$ cat src/core/oaq_pkg.sv
`default_nettype none
package oaq_pkg;
  // Timebase.
  localparam int unsigned CLK_PERIOD_PS  = 5000;
  localparam int unsigned WINDOW_US      = 10;
  localparam int unsigned WIN_CYCLES     = (WINDOW_US * 1000000) / CLK_PERIOD_PS;
  localparam int unsigned LATCH_CLR_US   = 20;
  localparam int unsigned LATCH_CLR_CYC  =
    (LATCH_CLR_US * 1000000 + CLK_PERIOD_PS - 1) / CLK_PERIOD_PS;
  // Three-level pin codes.
  localparam logic [1:0]  LVL_FLOAT      = 2'h0;
  localparam logic [1:0]  LVL_GND        = 2'h1;
  localparam logic [1:0]  LVL_SUPPLY     = 2'h2;
  // Consecutive over-limit windows per delay option.
  localparam logic [3:0]  NEED_10US      = 4'h1;
  localparam logic [3:0]  NEED_50US      = 4'h5;
  localparam logic [3:0]  NEED_100US     = 4'hA;
  // Hysteresis in sample units of 1 uV.
  localparam logic [17:0] HYS_2MV        = 18'h007D0;
  localparam logic [17:0] HYS_4MV        = 18'h00FA0;
  localparam logic [17:0] HYS_8MV        = 18'h01F40;
  // Reset values.
  localparam logic [2:0]  SYNC_RST       = 3'h0;
  localparam logic [5:0]  SYNC2_RST      = 6'h00;
endpackage : oaq_pkg
`default_nettype wire

$ cat src/core/oaq_alert_qualifier.sv
// Operation
// - A 10 us comparison window runs freely without outside control.
// - Each window end compares the window average against the limit.
// - Windows ignore input edges; alert rises only at window ends.
// - The 50 us option asserts 40 us later than 10 us option.
// - The 100 us option asserts 90 us later than 10 us option.
// - Hysteresis pin: float 2 mV, ground 4 mV, supply 8 mV.
// - Alert is active low open drain, pulled low while flagged.
// - Latch pin low selects transparent mode where alert tracks input.
// - Transparent mode asserts alert when qualified input exceeds threshold.
// - Transparent mode releases alert after one full window below threshold minus hysteresis.
// - Delay pin: float 10 us, ground 50 us, supply 100 us.
// - Count consecutive over windows; any normal window clears the count.
// - Latched alert clears after latch low 20 us and input below.
// - Disabling clears the over-window count and alert; counting restarts from zero.
`timescale 1ns/1ps
`default_nettype none
module oaq_alert_qualifier #(
  parameter int unsigned SAMPLE_W = 18
) (
  // Clock and reset.
  input  wire logic                sys_clk,
  input  wire logic                rst,
  // Front-end samples, same clock.
  input  wire logic [SAMPLE_W-1:0] vin_sample,
  input  wire logic [SAMPLE_W-1:0] limit_level,
  // Configuration pins.
  input  wire logic                enable_pin,
  input  wire logic                latch_select,
  input  wire logic [1:0]          delay_select,
  input  wire logic [1:0]          hysteresis_select,
  // Open-drain alert.
  output logic                     alert_n_o,
  output logic                     alert_n_oe,
  // Status.
  output logic                     window_tick,
  output logic                     window_over,
  output logic [3:0]               over_count
);

  localparam int unsigned SUM_W = SAMPLE_W + 12;

  if (SAMPLE_W < 18 || SAMPLE_W > 24) begin : g_bad_width
    $error("SAMPLE_W must lie between 18 and 24");
  end

  typedef struct packed {
    logic [2:0]          en_s;
    logic [2:0]          lt_s;
    logic [5:0]          dl_s;
    logic [5:0]          hy_s;
    logic                en_f;
    logic                lt_f;
    logic [1:0]          dl_f;
    logic [1:0]          hy_f;
    logic [10:0]         win_cnt;
    logic [SUM_W-1:0]    sum;
    logic [3:0]          cnt;
    logic                alert;
    logic                latched;
    logic [12:0]         low_cnt;
    logic                under;
    logic                tick;
    logic                over;
    logic                pin_o;
  } oaq_state_t;

  oaq_state_t state_reg;
  oaq_state_t state_next;

  function automatic logic [3:0] need_windows(input logic [1:0] lvl);
    case (lvl)
      oaq_pkg::LVL_GND:    need_windows = oaq_pkg::NEED_50US;
      oaq_pkg::LVL_SUPPLY: need_windows = oaq_pkg::NEED_100US;
      default:             need_windows = oaq_pkg::NEED_10US;
    endcase
  endfunction

  function automatic logic [17:0] hys_amount(input logic [1:0] lvl);
    case (lvl)
      oaq_pkg::LVL_GND:    hys_amount = oaq_pkg::HYS_4MV;
      oaq_pkg::LVL_SUPPLY: hys_amount = oaq_pkg::HYS_8MV;
      default:             hys_amount = oaq_pkg::HYS_2MV;
    endcase
  endfunction

  logic [SUM_W-1:0] total;
  logic [SUM_W-1:0] trip_sum;
  logic [SUM_W-1:0] rel_sum;
  logic [SAMPLE_W-1:0] hys_w;
  logic             win_end;
  logic             is_over;
  logic             is_under;
  logic [3:0]       need;

  always_comb begin
    state_next = state_reg;
    // Pins pass three flops; a change counts when the last two agree.
    state_next.en_s = {state_reg.en_s[1:0], enable_pin};
    state_next.lt_s = {state_reg.lt_s[1:0], latch_select};
    state_next.dl_s = {state_reg.dl_s[3:0], delay_select};
    state_next.hy_s = {state_reg.hy_s[3:0], hysteresis_select};
    if (state_reg.en_s[2] == state_reg.en_s[1]) begin
      state_next.en_f = state_reg.en_s[2];
    end
    if (state_reg.lt_s[2] == state_reg.lt_s[1]) begin
      state_next.lt_f = state_reg.lt_s[2];
    end
    if (state_reg.dl_s[5:4] == state_reg.dl_s[3:2]) begin
      state_next.dl_f = state_reg.dl_s[5:4];
    end
    if (state_reg.hy_s[5:4] == state_reg.hy_s[3:2]) begin
      state_next.hy_f = state_reg.hy_s[5:4];
    end
    need     = need_windows(state_reg.dl_f);
    hys_w    = SAMPLE_W'(hys_amount(state_reg.hy_f));
    win_end  = (state_reg.win_cnt == 11'(oaq_pkg::WIN_CYCLES - 1));
    total    = state_reg.sum + SUM_W'(vin_sample);
    trip_sum = SUM_W'(limit_level) * SUM_W'(oaq_pkg::WIN_CYCLES);
    rel_sum  = (limit_level > hys_w)
             ? SUM_W'(limit_level - hys_w) * SUM_W'(oaq_pkg::WIN_CYCLES)
             : '0;
    is_over  = (total > trip_sum);
    is_under = (total < rel_sum);
    // The window keeps running whether or not the part is enabled.
    state_next.win_cnt = win_end ? 11'h000 : state_reg.win_cnt + 11'h001;
    state_next.sum     = win_end ? '0 : total;
    state_next.tick    = win_end;
    state_next.pin_o   = 1'b0;
    // Latch pin held low for the clear time.
    if (state_reg.lt_f) begin
      state_next.low_cnt = 13'h0000;
    end else if (state_reg.low_cnt != 13'(oaq_pkg::LATCH_CLR_CYC)) begin
      state_next.low_cnt = state_reg.low_cnt + 13'h0001;
    end
    if (win_end) begin
      state_next.over  = is_over;
      state_next.under = is_under;
      if (!is_over) begin
        state_next.cnt = 4'h0;
      end else if (state_reg.cnt < need) begin
        state_next.cnt = state_reg.cnt + 4'h1;
      end
      if (is_over && (state_reg.cnt + 4'h1 >= need)) begin
        state_next.alert = 1'b1;
      end else if (is_under && !state_reg.latched) begin
        state_next.alert = 1'b0;
      end
    end
    // Latch mode holds the alert once raised.
    if (state_next.alert && state_reg.lt_f) begin
      state_next.latched = 1'b1;
    end
    if (state_reg.latched && !state_reg.lt_f &&
        state_reg.low_cnt == 13'(oaq_pkg::LATCH_CLR_CYC)) begin
      state_next.latched = 1'b0;
      // A window ending on this edge decides; an over window keeps the alert.
      if (win_end ? is_under : state_reg.under) begin
        state_next.alert = 1'b0;
      end
    end
    if (!state_reg.en_f) begin
      state_next.cnt     = 4'h0;
      state_next.alert   = 1'b0;
      state_next.latched = 1'b0;
    end
  end

  always_ff @(posedge sys_clk) begin
    if (rst) begin
      state_reg         <= '0;
      state_reg.en_s    <= oaq_pkg::SYNC_RST;
      state_reg.lt_s    <= oaq_pkg::SYNC_RST;
      state_reg.dl_s    <= oaq_pkg::SYNC2_RST;
      state_reg.hy_s    <= oaq_pkg::SYNC2_RST;
    end else begin
      state_reg <= state_next;
    end
  end

  assign alert_n_o   = state_reg.pin_o;
  assign alert_n_oe  = state_reg.alert;
  assign window_tick = state_reg.tick;
  assign window_over = state_reg.over;
  assign over_count  = state_reg.cnt;
endmodule // oaq_alert_qualifier
`default_nettype wire

$ cat config.mk
export PLATFORM = sky130hd
export DESIGN_NAME = oaq_alert_qualifier
export DESIGN_NICKNAME = d
export VERILOG_FILES = /design/src/core/oaq_pkg.sv /design/src/core/oaq_alert_qualifier.sv
export SDC_FILE = /design/constraint.sdc
export NUM_CORES = 1
export LEC_CHECK = 0
export ABC_AREA = 1
export BUFFER_PORTS_ARGS = -buffer_cell sky130_fd_sc_hd__buf_4
export CORE_MARGIN = 8
export CORE_UTILIZATION = 50
export CTS_BUF_LIST = sky130_fd_sc_hd__clkbuf_8
export CTS_CLUSTER_DIAMETER = 200
export DETAILED_ROUTE_END_ITERATION = 10
export HOLD_SLACK_MARGIN = 0.12
export PLACE_DENSITY_LB_ADDON = 0.3
export SLEW_MARGIN = 20
export SYNTH_ARGS = -nofsm -noshare
export SYNTH_HDL_FRONTEND = slang
export SYNTH_SLANG_ARGS = --single-unit
$ cat constraint.sdc
create_clock -name sys_clk -period 22 [get_ports sys_clk]
set_input_delay 3.3 -clock sys_clk [delete_from_list [all_inputs] [get_ports sys_clk]]
set_output_delay 3.3 -clock sys_clk [all_outputs]
set_load 0.01 [all_outputs]
==> results.md <==
- Total grt overflow: 0
- Status: finished, final reports clean
- Seq/Total Area, Yosys: 0.143
- Root buf cell: clkbuf_8
- Crit-path max cell delay: 0.56 ns
- TritonCTS clock tree: built
- Final nets: 1960
- TritonRoute pass-1 iters: 5
- Site Rows: 57
- Routability Congestion: 0.959
- # fillers: 2336
- Post-DP HPWL: 23.4 mm
- Antenna-violating nets left: 0
- RSZ-0062 raised after global routing: false
- Chip Width: 172 um
- First-pass GRT wire length: 46.6 mm
- Cell family with most CP delay: adder cells
- Die Footprint: 29600 sq um
- Via density: 5.14
- Postcts setup bufs: 0
- Die height: 172 um
- Synthesis Warnings: 0
- Max Clock Skew: 0.0194 ns
- Core area: 24100 sq um
- Cell Area, Synth: 12200 sq um
- Worst-path maximum fanout: 7
- Cts repair resizes: 0
- Total GRT Usage: 0.193
- Syn Nets: 1911
- Setup tns final: 0 ns
- Slowest library cell on the worst path: fa_1
- # hold bufs at CTS: 0
- Largest net degree at the start of global routing: 29
- Layout area overhead: 7.43%
- Register bit total from synthesis: 87
- CTS buffer count: 9
- Setup crit end kind: flop
- CP required: 22.31 ns
- Final Cycle Share: 0.467
- Number of global-route vias before repair: 9854
- Crit path kind: input pin to flop
- Antenna violations before repair: 0
- Synth Instances: 1548
- IO Pins: 52
- Worst Setup Start Kind: input pin
- Max Cap Viol: 0
- Pins Over Slew Limit: 0
- Clock sink count: 87
- Starting DRT DRC Count: 550
- Share of cells above drive strength 1: 0.0612
- Clk_lat worst skew: 0.39 ns
- Mean Syn Cell Area: 7.86 sq um
- DR DRC count: 0
- Post-synth EDFFs: 0
- WL/cell: 14.0 um
- Final setup fails: 0
- Min cycle time layout: 10.28 ns
- Hold WC Path Type: flop to flop
- WP buf/inv: 9
- Post-synthesis async set-or-reset flop share: 0
- Slew headroom: 0.429
- Worst slew pin tran: 0.854 ns
- Synth Flop Type: dfxtp_1
- I/O Buffers: 50
- Crit path DAT: 10.59 ns
- Fin. Hold Viols: 0
- H-tree Lvls: 3
- Post-synthesis cell type count: 51
- Vias: 9902
- Clock transition at path regs: 0.09 ns
- Antenna Cells: 0
- Initial core utilization: 0.505
- Fmax: 97.3 MHz
- CTS Buffer Depth: 2
- Max reg flops: 68
- Post-Route WL: 26.9 mm
-- stage by stage --
step | hold slack [ns] | worst slack [ns] | area [sq um] | utilization | instances
final | 0.409 | 11.72 | 13100 | 0.542 | 1926
after global routing | 0.428 | 10.92 | 13100 | 0.542 | 1926
after CTS | 0.412 | 11.71 | 13100 | 0.542 | 1926
after detailed placement | 0.396 | 11.34 | 12900 | 0.535 | 1910
after global placement | 0.395 | 11.49 | 12900 | 0.535 | 1910
after floorplan | 0.388 | 12.43 | 12200 | - | 1548
-- synth_stat cells, types with 4 or more instances --
master,instances,share of area
xnor2_1,24,0.017
and2_1,4,0.0021
xor2_1,55,0.040
nand3_1,62,0.025
a21oi_1,127,0.052
fa_1,125,0.21
nor4_1,5,0.0026
o21bai_1,9,0.0056
a21o_1,9,0.0056
inv_1,297,0.092
a211oi_1,4,0.0025
nor3_1,20,0.0082
o21a_1,7,0.0043
nand2_1,211,0.065
o211ai_1,6,0.0037
clkbuf_1,5,0.0015
o21ai_1,7,0.0029
ha_1,194,0.20
buf_4,5,0.0031
dfxtp_1,87,0.14
nor2_1,148,0.046
nor3b_1,4,0.0025
nand2_2,6,0.0031
buf_2,4,0.0016
a31oi_1,6,0.0031
or2_2,5,0.0026
o21ai_0,61,0.025
nand4_1,17,0.0087
-- cells by family after synthesis --
family | share of synthesized area
xor gates and xnor gates | 0.0568
other | 0.000308
adders and majority gates | 0.405
DFF | 0.143
and+or+nand+nor | 0.178
AOI/OAI and AO/OA | 0.118
buffers and inverters | 0.0985
-- path summary, 6_finish.rpt --
path / slack [ns] / cells after the start / end / startpoint
setup / recovery: 11.72 / 38 / alert_n_oe / limit_level[4]
hold reg to reg: 0.41 / 2 / state_next[81] / state_next[79]
setup reg to reg: 14.00 / 38 / alert_n_oe / state_reg[64]
hold / removal: 0.41 / 2 / state_next[81] / state_next[79]
-- cell usage in the layout, fill, tap and decap left out, drive strengths merged, types with 6 or more instances in the layout --
cell type / count
xnor2: 24
or2: 6
nor2: 149
o21a: 7
a21o: 9
a31oi: 7
o211ai: 7
dfxtp: 87
nand2: 218
fa: 125
inv: 304
xor2: 55
nor3: 20
o21bai: 9
nor4: 7
a21oi: 130
buf: 52
clkbuf: 9
o21ai: 69
ha: 194
nand4: 17
nand3: 67
-- routing by layer --
metal | wire [um] | share of wire | track usage | up-vias
li1 | - | - | - | 5066
met1 | 12500 | 0.46 | 0.252 | 4589
met2 | 12500 | 0.47 | 0.331 | 213
met3 | 1360 | 0.051 | 0.0308 | 34
met4 | 472 | 0.018 | 0.0431 | 0
met5 | 0 | 0 | 0 | -
-- worst reg2reg max path, delay by kind of cell, from the launching register on --
family | cells | cell delay, ns
flip-flops | 1 | 0.37
XOR/XNOR | 1 | 0.50
AO/OA/AOI/OAI | 4 | 1.03
AND/OR/NAND/NOR | 16 | 1.85
adder cells (fa/ha/maj) | 9 | 3.56
buffers and inverters | 8 | 0.64
-- area by class of cell --
| cell class | count | area, sq um | area share |
|---|---|---|---|
| Clock inverter | 7 | 61.3 | 0.00469 |
| Sequential cell | 87 | 1740 | 0.133 |
| Tap cell | 324 | 405 | 0.0310 |
| Clock buffer | 9 | 124 | 0.00947 |
| Timing Repair Buffer | 52 | 390 | 0.0299 |
| Multi-Input combinational cell | 1148 | 9230 | 0.706 |
| Inverter | 299 | 1120 | 0.0858 |
Power is left out: the tool's default activity adds up to more than one toggle a clock period on the data nets, which glitch-free logic cannot reach.
